===== config.mk =====
export PLATFORM = sky130hd
export DESIGN_NAME = rcd_core
export DESIGN_NICKNAME = d
export VERILOG_FILES = /design/src/hw/rcd_pkg.sv /design/src/hw/rcd_core.sv /design/src/hw/rcd_dptr.sv /design/src/hw/rcd_stack.sv
export SDC_FILE = /design/constraint.sdc
export NUM_CORES = 1
export LEC_CHECK = 0
export BUFFER_PORTS_ARGS = -buffer_cell sky130_fd_sc_hd__buf_2
export CAP_MARGIN = 20
export CORE_MARGIN = 2
export CORE_UTILIZATION = 45
export DETAILED_ROUTE_END_ITERATION = 6
export PLACE_DENSITY = 0.69
export REMOVE_ABC_BUFFERS = 1
export SYNTH_ARGS = -nofsm -noshare
export SYNTH_HDL_FRONTEND = slang
export SYNTH_SLANG_ARGS = --single-unit
export TNS_END_PERCENT = 30

===== constraint.sdc =====
create_clock -name ref_clk -period 3.8 [get_ports ref_clk]
set_clock_uncertainty 0.2 [all_clocks]
set_input_delay 0.57 -clock ref_clk [delete_from_list [all_inputs] [get_ports ref_clk]]
set_output_delay 0.57 -clock ref_clk [all_outputs]
set_load 0.01 [all_outputs]

===== src/hw/rcd_pkg.sv =====
package rcd_pkg;
  // Instruction word layout
  localparam int INSN_W = 16;
  localparam int FMT_BIT = 15;
  localparam int SRC_LSB = 0;
  localparam int SRC_W = 8;
  localparam int DST_LSB = 8;
  localparam int DST_W = 7;
  localparam int MOD_W = 4;
  localparam int SIDX_W = 4;
  localparam int DIDX_W = 3;
  localparam int PFX_DST_W = 2;
  localparam int DIDX_FULL_W = 5;
  // Source format codes
  localparam logic FMT_IMM = 1'b0;
  localparam logic FMT_REG = 1'b1;
  // Prefix register location in the destination space
  localparam logic [3:0] PFX_MOD = 4'hb;
  localparam logic [2:0] PFX_IDX = 3'h0;
  // Stack geometry
  localparam int STK_DEPTH = 16;
  localparam int STK_W = 16;
  localparam int STK_IDX_W = 4;
  localparam logic [3:0] STK_TOP = 4'hf;
  // Memory sizes in words, address width and key length
  localparam int PROG_WORDS = 32768;
  localparam int DATA_WORDS = 1024;
  localparam int UROM_WORDS = 2048;
  localparam int ADDR_W = 16;
  localparam int KEY_WORDS = 16;
  // Unified map bases, then data-in-program and program-in-data bases
  localparam logic [15:0] UNI_PROG_BASE = 16'h0000;
  localparam logic [15:0] UNI_UROM_BASE = 16'h8000;
  localparam logic [15:0] UNI_DATA_BASE = 16'ha000;
  localparam logic [15:0] DATA_IN_PROG_BASE = 16'ha000;
  localparam logic [15:0] PROG_IN_DATA_BASE = 16'h8000;
  // Stack operation kinds
  typedef enum logic [2:0] {
    RCD_STK_NONE = 3'h0,
    RCD_STK_PUSH = 3'h1,
    RCD_STK_POP = 3'h2
  } rcd_stk_op_t;
  // Execution states
  typedef enum logic [1:0] {
    RCD_ST_EXEC = 2'h1,
    RCD_ST_PFX = 2'h2
  } rcd_state_t;
endpackage


===== src/hw/rcd_core.sv =====
`timescale 1ns/100ps
`default_nettype none
module rcd_core #(
  parameter int NPTR = 3
) (
  // Clock, reset, enable
  input wire logic ref_clk,
  input wire logic reset,
  input wire logic clk_en,
  // Instruction fetch
  input wire logic [rcd_pkg::INSN_W-1:0] insn,
  output logic [rcd_pkg::ADDR_W-1:0] fetch_addr,
  output logic fetch_from_data,
  output logic fetch_from_urom,
  // Source read port
  input wire logic [rcd_pkg::INSN_W-1:0] src_rdata,
  output logic src_rd,
  output logic [rcd_pkg::MOD_W-1:0] src_module,
  output logic [rcd_pkg::SIDX_W-1:0] src_index,
  // Destination write port
  output logic dst_wr,
  output logic [rcd_pkg::MOD_W-1:0] dst_module,
  output logic [rcd_pkg::DIDX_FULL_W-1:0] dst_index,
  output logic [rcd_pkg::INSN_W-1:0] dst_wdata,
  // Control flow requests from side-effect logic
  input wire logic branch,
  input wire logic [rcd_pkg::ADDR_W-1:0] branch_addr,
  input wire logic call,
  input wire logic sub_return,
  input wire logic interrupt_exit,
  input wire logic irq_take,
  input wire logic [rcd_pkg::ADDR_W-1:0] irq_vector,
  // Stack data ops
  input wire logic stack_push,
  input wire logic stack_pop,
  input wire logic stack_fetch_alt,
  output logic [rcd_pkg::STK_W-1:0] stack_top,
  output logic [rcd_pkg::STK_IDX_W-1:0] stack_index,
  // Data pointers
  input wire logic [NPTR-1:0] ptr_load,
  input wire logic [NPTR-1:0] ptr_access,
  input wire logic [NPTR-1:0] ptr_auto_en,
  input wire logic [NPTR-1:0] ptr_auto_dec,
  output logic [NPTR*rcd_pkg::ADDR_W-1:0] ptr_values,
  // Memory map control
  input wire logic map_data_in_prog,
  input wire logic map_prog_in_data,
  input wire logic map_unified,
  input wire logic [rcd_pkg::ADDR_W-1:0] data_addr,
  output logic data_to_prog,
  output logic [rcd_pkg::ADDR_W-1:0] data_phys_addr,
  // Code protection
  input wire logic lock_en,
  input wire logic key_word_valid,
  input wire logic [rcd_pkg::INSN_W-1:0] key_word,
  input wire logic [rcd_pkg::INSN_W-1:0] stored_key_word,
  output logic code_unlocked,
  output logic code_read_deny
);
  rcd_pkg::rcd_state_t state_r;
  logic [rcd_pkg::ADDR_W-1:0] pc_r;
  logic [rcd_pkg::ADDR_W-1:0] pc_nxt;
  logic [rcd_pkg::PFX_DST_W-1:0] pfx_r;
  logic fmt;
  logic [rcd_pkg::SRC_W-1:0] src_field;
  logic [rcd_pkg::DST_W-1:0] dst_field;
  logic pfx_write;
  logic push_any;
  logic pop_any;
  logic [rcd_pkg::STK_W-1:0] push_val;
  logic [rcd_pkg::STK_W-1:0] stk_top;
  logic [4:0] key_cnt_r;
  logic key_ok_r;
  logic unlocked_r;
  logic [rcd_pkg::ADDR_W-1:0] ptr_load_val;
  logic [rcd_pkg::PFX_DST_W-1:0] dst_ext;
  logic pop_gated;
  logic key_take;
  logic key_match;
  logic key_last;

  // Field extraction, one word per instruction
  assign fmt = insn[rcd_pkg::FMT_BIT];
  assign src_field = insn[rcd_pkg::SRC_LSB +: rcd_pkg::SRC_W];
  assign dst_field = insn[rcd_pkg::DST_LSB +: rcd_pkg::DST_W];

  // Source: register selector or immediate
  assign src_rd = clk_en && (fmt == rcd_pkg::FMT_REG);
  assign src_module = src_field[rcd_pkg::MOD_W-1:0];
  assign src_index = src_field[rcd_pkg::SRC_W-1:rcd_pkg::MOD_W];

  // Destination module and prefix target decode
  assign dst_module = dst_field[rcd_pkg::MOD_W-1:0];
  assign pfx_write = (dst_module == rcd_pkg::PFX_MOD) &&
    (dst_field[rcd_pkg::DST_W-1:rcd_pkg::MOD_W] == rcd_pkg::PFX_IDX);
  assign dst_wr = clk_en && !pfx_write;

  // Upper index bits only in the cycle right after a prefix write
  always_comb begin
    case (state_r)
      rcd_pkg::RCD_ST_PFX: begin
        dst_ext = pfx_r;
      end
      rcd_pkg::RCD_ST_EXEC: begin
        dst_ext = '0;
      end
      default: begin
        dst_ext = '0;
      end
    endcase
  end
  assign dst_index = {dst_ext, dst_field[rcd_pkg::DST_W-1:rcd_pkg::MOD_W]};

  // Transfer data: immediate zero-extended or register value
  always_comb begin
    if (fmt == rcd_pkg::FMT_IMM) begin
      dst_wdata = {8'h00, src_field};
    end else begin
      dst_wdata = src_rdata;
    end
  end

  // Prefix value held for exactly the next instruction
  always_ff @(posedge ref_clk) begin
    if (reset) begin
      pfx_r <= '0;
    end else if (clk_en) begin
      if (pfx_write) begin
        pfx_r <= dst_wdata[rcd_pkg::PFX_DST_W-1:0];
      end else begin
        pfx_r <= '0;
      end
    end
  end

  // Execution state, a prefix write costs one cycle
  always_ff @(posedge ref_clk) begin
    if (reset) begin
      state_r <= rcd_pkg::RCD_ST_EXEC;
    end else if (clk_en) begin
      if (pfx_write) begin
        state_r <= rcd_pkg::RCD_ST_PFX;
      end else begin
        state_r <= rcd_pkg::RCD_ST_EXEC;
      end
    end
  end

  // Stack operations
  assign push_any = call || irq_take || stack_push;
  assign pop_any = sub_return || interrupt_exit || stack_pop || stack_fetch_alt;
  // Push wins over a pop in the same cycle
  assign pop_gated = pop_any && !push_any;

  // Return address for call and interrupt, else the moved value
  always_comb begin
    if (call || irq_take) begin
      push_val = pc_r + 16'h0001;
    end else begin
      push_val = dst_wdata;
    end
  end

  rcd_stack u_stack (
    .ref_clk(ref_clk),
    .reset(reset),
    .clk_en(clk_en),
    .push(push_any),
    .pop(pop_gated),
    .push_data(push_val),
    .top_data(stk_top),
    .stack_index(stack_index)
  );
  assign stack_top = stk_top;

  // Next program counter
  always_comb begin
    case (1'b1)
      irq_take: pc_nxt = irq_vector;
      call, branch: pc_nxt = branch_addr;
      sub_return, interrupt_exit: pc_nxt = stk_top;
      default: pc_nxt = pc_r + 16'h0001;
    endcase
  end

  // Single-cycle fetch and execute
  always_ff @(posedge ref_clk) begin
    if (reset) begin
      pc_r <= '0;
    end else if (clk_en) begin
      pc_r <= pc_nxt;
    end
  end

  // Fetch address mapping
  always_comb begin
    fetch_addr = pc_r;
    fetch_from_data = 1'b0;
    fetch_from_urom = 1'b0;
    if (map_unified) begin
      fetch_from_urom = pc_r >= rcd_pkg::UNI_UROM_BASE && pc_r < rcd_pkg::UNI_DATA_BASE;
      fetch_from_data = pc_r >= rcd_pkg::UNI_DATA_BASE;
    end else if (map_data_in_prog) begin
      fetch_from_data = pc_r >= rcd_pkg::DATA_IN_PROG_BASE;
    end
    if (fetch_from_data) begin
      fetch_addr = pc_r - rcd_pkg::DATA_IN_PROG_BASE;
    end else if (fetch_from_urom) begin
      fetch_addr = pc_r - rcd_pkg::UNI_UROM_BASE;
    end
  end

  // Data address mapping, Harvard by default
  always_comb begin
    data_to_prog = 1'b0;
    data_phys_addr = data_addr;
    if (map_unified) begin
      data_to_prog = data_addr < rcd_pkg::UNI_DATA_BASE;
      data_phys_addr = data_to_prog ? data_addr : data_addr - rcd_pkg::UNI_DATA_BASE;
    end else if (map_prog_in_data && data_addr >= rcd_pkg::PROG_IN_DATA_BASE) begin
      data_to_prog = 1'b1;
      data_phys_addr = data_addr - rcd_pkg::PROG_IN_DATA_BASE;
    end
  end

  // Data pointers, one per channel
  assign ptr_load_val = dst_wdata;
  for (genvar g = 0; g < NPTR; g++) begin : g_ptr
    rcd_dptr u_ptr (
      .ref_clk(ref_clk),
      .reset(reset),
      .clk_en(clk_en),
      .load(ptr_load[g]),
      .load_val(ptr_load_val),
      .access(ptr_access[g]),
      .auto_en(ptr_auto_en[g]),
      .auto_dec(ptr_auto_dec[g]),
      .ptr(ptr_values[g*rcd_pkg::ADDR_W +: rcd_pkg::ADDR_W])
    );
  end

  // Key word match and end of a sixteen-word group
  assign key_take = clk_en && key_word_valid && !unlocked_r;
  assign key_match = key_word == stored_key_word;
  assign key_last = key_cnt_r == 5'(rcd_pkg::KEY_WORDS - 1);

  // Word counter, restarts after each group
  always_ff @(posedge ref_clk) begin
    if (reset) begin
      key_cnt_r <= '0;
    end else if (key_take) begin
      if (key_last) begin
        key_cnt_r <= '0;
      end else begin
        key_cnt_r <= key_cnt_r + 5'h01;
      end
    end
  end

  // Running match over the group
  always_ff @(posedge ref_clk) begin
    if (reset) begin
      key_ok_r <= 1'b1;
    end else if (key_take) begin
      if (key_last) begin
        key_ok_r <= 1'b1;
      end else begin
        key_ok_r <= key_ok_r && key_match;
      end
    end
  end

  // Unlock once a whole group matched, ignore words after that
  always_ff @(posedge ref_clk) begin
    if (reset) begin
      unlocked_r <= 1'b0;
    end else if (key_take && key_last) begin
      unlocked_r <= key_ok_r && key_match;
    end
  end

  assign code_unlocked = unlocked_r;
  assign code_read_deny = lock_en && !unlocked_r;
endmodule // rcd_core
`default_nettype wire


===== src/hw/rcd_dptr.sv =====
`timescale 1ns/100ps
`default_nettype none
module rcd_dptr #(
  parameter int AW = rcd_pkg::ADDR_W
) (
  // Clock and reset
  input wire logic ref_clk,
  input wire logic reset,
  input wire logic clk_en,
  // Control
  input wire logic load,
  input wire logic [AW-1:0] load_val,
  input wire logic access,
  input wire logic auto_en,
  input wire logic auto_dec,
  // Pointer
  output logic [AW-1:0] ptr
);
  logic [AW-1:0] ptr_r;

  // Load, then step after each access when enabled
  always_ff @(posedge ref_clk) begin
    if (reset) begin
      ptr_r <= '0;
    end else if (clk_en) begin
      if (load) begin
        ptr_r <= load_val;
      end else if (access && auto_en) begin
        ptr_r <= auto_dec ? ptr_r - 1'b1 : ptr_r + 1'b1;
      end
    end
  end

  assign ptr = ptr_r;
endmodule // rcd_dptr
`default_nettype wire


===== src/hw/rcd_stack.sv =====
`timescale 1ns/100ps
`default_nettype none
module rcd_stack #(
  parameter int DEPTH = rcd_pkg::STK_DEPTH,
  parameter int WIDTH = rcd_pkg::STK_W
) (
  // Clock and reset
  input wire logic ref_clk,
  input wire logic reset,
  input wire logic clk_en,
  // Operation
  input wire logic push,
  input wire logic pop,
  input wire logic [WIDTH-1:0] push_data,
  // State
  output logic [WIDTH-1:0] top_data,
  output logic [rcd_pkg::STK_IDX_W-1:0] stack_index
);
  logic [WIDTH-1:0] mem [DEPTH];
  logic [rcd_pkg::STK_IDX_W-1:0] stack_index_r;
  logic [rcd_pkg::STK_IDX_W-1:0] inc_idx;

  // Wrapping increment, no error flag
  assign inc_idx = stack_index_r + 4'h1;

  // Index update
  always_ff @(posedge ref_clk) begin
    if (reset) begin
      stack_index_r <= rcd_pkg::STK_TOP;
    end else if (clk_en) begin
      if (push) begin
        stack_index_r <= inc_idx;
      end else if (pop) begin
        stack_index_r <= stack_index_r - 4'h1;
      end
    end
  end

  // Entry write at incremented index
  always_ff @(posedge ref_clk) begin
    if (clk_en && push && !reset) begin
      mem[inc_idx] <= push_data;
    end
  end

  // Read current top before decrement
  assign top_data = mem[stack_index_r];
  assign stack_index = stack_index_r;
endmodule // rcd_stack
`default_nettype wire

==> impl_metrics.ini <==
[outcome]
outcome = finished, final reports clean

[sta]
rsz0062_at_grt = false
holdWs_ns = 0.139
worst_pin_slew_ns = 1.13
finalCritPeriodShare_pct = 92.9
setup_viol_count_final = 0
slew_violations = 0
fmax_mhz = 283
hold_violations = 0
fin_crit_ns = 3.53
tns_ns = 0
max-slew-margin-rel_pct = 24.9

[die]
die_x_um = 200
die_y_um = 200
dieArea_mm2 = 0.0399
io_pins = 280
core_mm2 = 0.0377
rows = 71
initial_utilization_pct = 45.8

[synth]
syn-cell-area_mm2 = 0.0172
synth.area.top_cells = edfxtp_1 45%, dfxtp_1 9.6%, mux4_2 8.2%
synth_top_area_share_pct = 44.6
synth_warnings = 0
ys.flop_type = edfxtp_1
avgSynthCellArea_um2 = 12.1
yosys_register_bits = 339
synth.distinct_cells = 73
synth_common_cells = 256 x edfxtp_1, 110 x nand2_1, 108 x nor2_1, 104 x a21oi_1, 83 x dfxtp_1
yosysTopAreaCell = edfxtp_1
synth_edf_count = 256
syn_inst = 1424
yosysMostFrequentCell = edfxtp_1
synth-seq-area-share_pct = 54.2
postSynth.asyncResetShare_pct = 0

[placed_design]
dp_hpwl_um = 34500
io_buffers = 253
routabilityCongestion = 0.954

[grt]
grt_pass1_vias = 12500
grt_use_total_pct = 24.5
grt_max_degree = 40
antenna_found_initial = 1
grt-ovfl-total = 0
grt_pass1_wl_um = 73800

[worst_setup_path]
cp-start-kind = flip-flop
path_class = reg2out
cp_max_fo = 21
required_ns = 3.03
crit_path_end_kind = primary output
worstPathArrival_ns = 2.76
rrSetupSlack_ns = 0.83

[clocking]
post-cts-setup-buffer-count = 0
clock_latency_ns = 0.54
cts_buffers = 36
cts_sinks = 339
clk_path_buf_depth = 3
cts_tree = done
hold_buffers = 0
post_cts_resized = 0
htreeDepth = 2
cts-root-buf = clkbuf_16
clk_pin_slew_ns = 0.06

[route]
viasPerCell = 5.87
first_pass_iters = 5
num_vias = 12900
drc = 0
wl_per_cell_um = 22.5
first_iter_violations = 887
drtAntennaViolNets = 0
drt-total-wl_um = 49500

[finish]
fillers = 3264
syn_to_final_growth_pct = 16.4
fin_nets = 1850
finish.utilization_pct = 53.3
final_layout_size_suffix_gt1_share_pct = 26.7

[hold_path]
hold_class = in2reg

[pwr]
p_per_area_mw_per_mm2 = 465
power_mw = 9.34
p_leak_nw = 7.86
ir_drop_mv = 0.296

[run]
cap_violations = 0
worst max-delay path: stages (launching register included):
cell	delay, ns
dfxtp_4	0.61
buf_4	0.32
mux4_2	0.55
mux4_2	0.57
buf_2	0.18
cells in the final DEF, fill, tap and decap left out, types with 9 or more instances in the layout:
cell | Yosys | layout
buf_4 | 44 | 54
nand4_1 | 18 | 18
o21ai_0 | 62 | 62
buf_2 | 5 | 253
o211ai_1 | 26 | 26
and3_1 | 9 | 9
a21o_1 | 25 | 25
a21oi_1 | 104 | 104
nor4_1 | 9 | 9
a221oi_1 | 9 | 9
clkbuf_1 | 61 | 15
mux2i_1 | 32 | 32
mux4_2 | 63 | 63
inv_1 | 29 | 29
ha_1 | 55 | 55
nand3_1 | 33 | 33
nor2_1 | 108 | 107
and2_1 | 12 | 12
nor3_1 | 20 | 20
a211oi_1 | 22 | 22
dfxtp_1 | 83 | 81
a31oi_1 | 21 | 21
xor2_1 | 23 | 23
clkbuf_16 | 0 | 36
edfxtp_1 | 256 | 256
nand2_1 | 110 | 110
xnor2_1 | 41 | 41
cell families after synthesis:
family	synth area share, %
and+or+nand+nor	10.1
buffers and inverters	4.53
DFF	54.2
muxes	10.6
adders and majority gates	4.34
AOI/OAI and AO/OA	13.0
xor gates and xnor gates	3.25
power breakdown:
part | internal, mW | switching [mW] | leakage [nW]
combinational | 0.688 | 0.998 | 4.30
sequential | 4.14 | 0.118 | 3.01
clock | 1.92 | 1.48 | 0.550
state kept, by name (all words and copies together), names as in the netlist, named ones only:
name                 count
g_ptr.u_ptr.ptr         48
pfx_r                    2
key_ok_r                 1
pc_r                    16
u_stack.stack_index      4
key_cnt_r                5
state_r                  2
u_stack.mem            256
code_unlocked            1
layer usage:
layer,track usage [%],vias to the layer above,share of wire [%],wire length [um]
met3,4.12,129,7.2,3550
met1,31.4,6369,40,20000
met4,11.9,0,4.8,2370
met5,0,-,0,0
met2,40.7,513,48,23500
li1,-,5873,-,-
layout make-up:
type	count	area [um^2]	share of cell area (%)
clock buffer	54	998	4.98
timing repair buffer	308	1690	8.43
clock inverter	11	143	0.711
multi-input combinational	937	7120	35.5
inverter	30	113	0.561
sequential	339	9350	46.6
antenna	5	12.5	0.0624
tap	511	639	3.19
path summary, 6_finish.rpt:
check	from	endpoint	depth (start not counted)
hold reg to reg	pfx_r[1]	pfx_r[1]	2
setup / recovery	flip-flop	stack_top[6]	4
setup reg to reg	flip-flop	pc_r[9]	8
hold / removal	irq_vector[13]	pc_r[13]	3
stage by stage:
step	area [um^2]	worst slack [ns]	cells
floorplan	16600	-1.23	1306
global placement	18900	0.529	2125
detailed placement	18900	0.461	2125
CTS	20100	0.192	2190
global route	20100	0.0548	2191
finish	20100	0.269	2195
(Power assumes the default switching activity.)
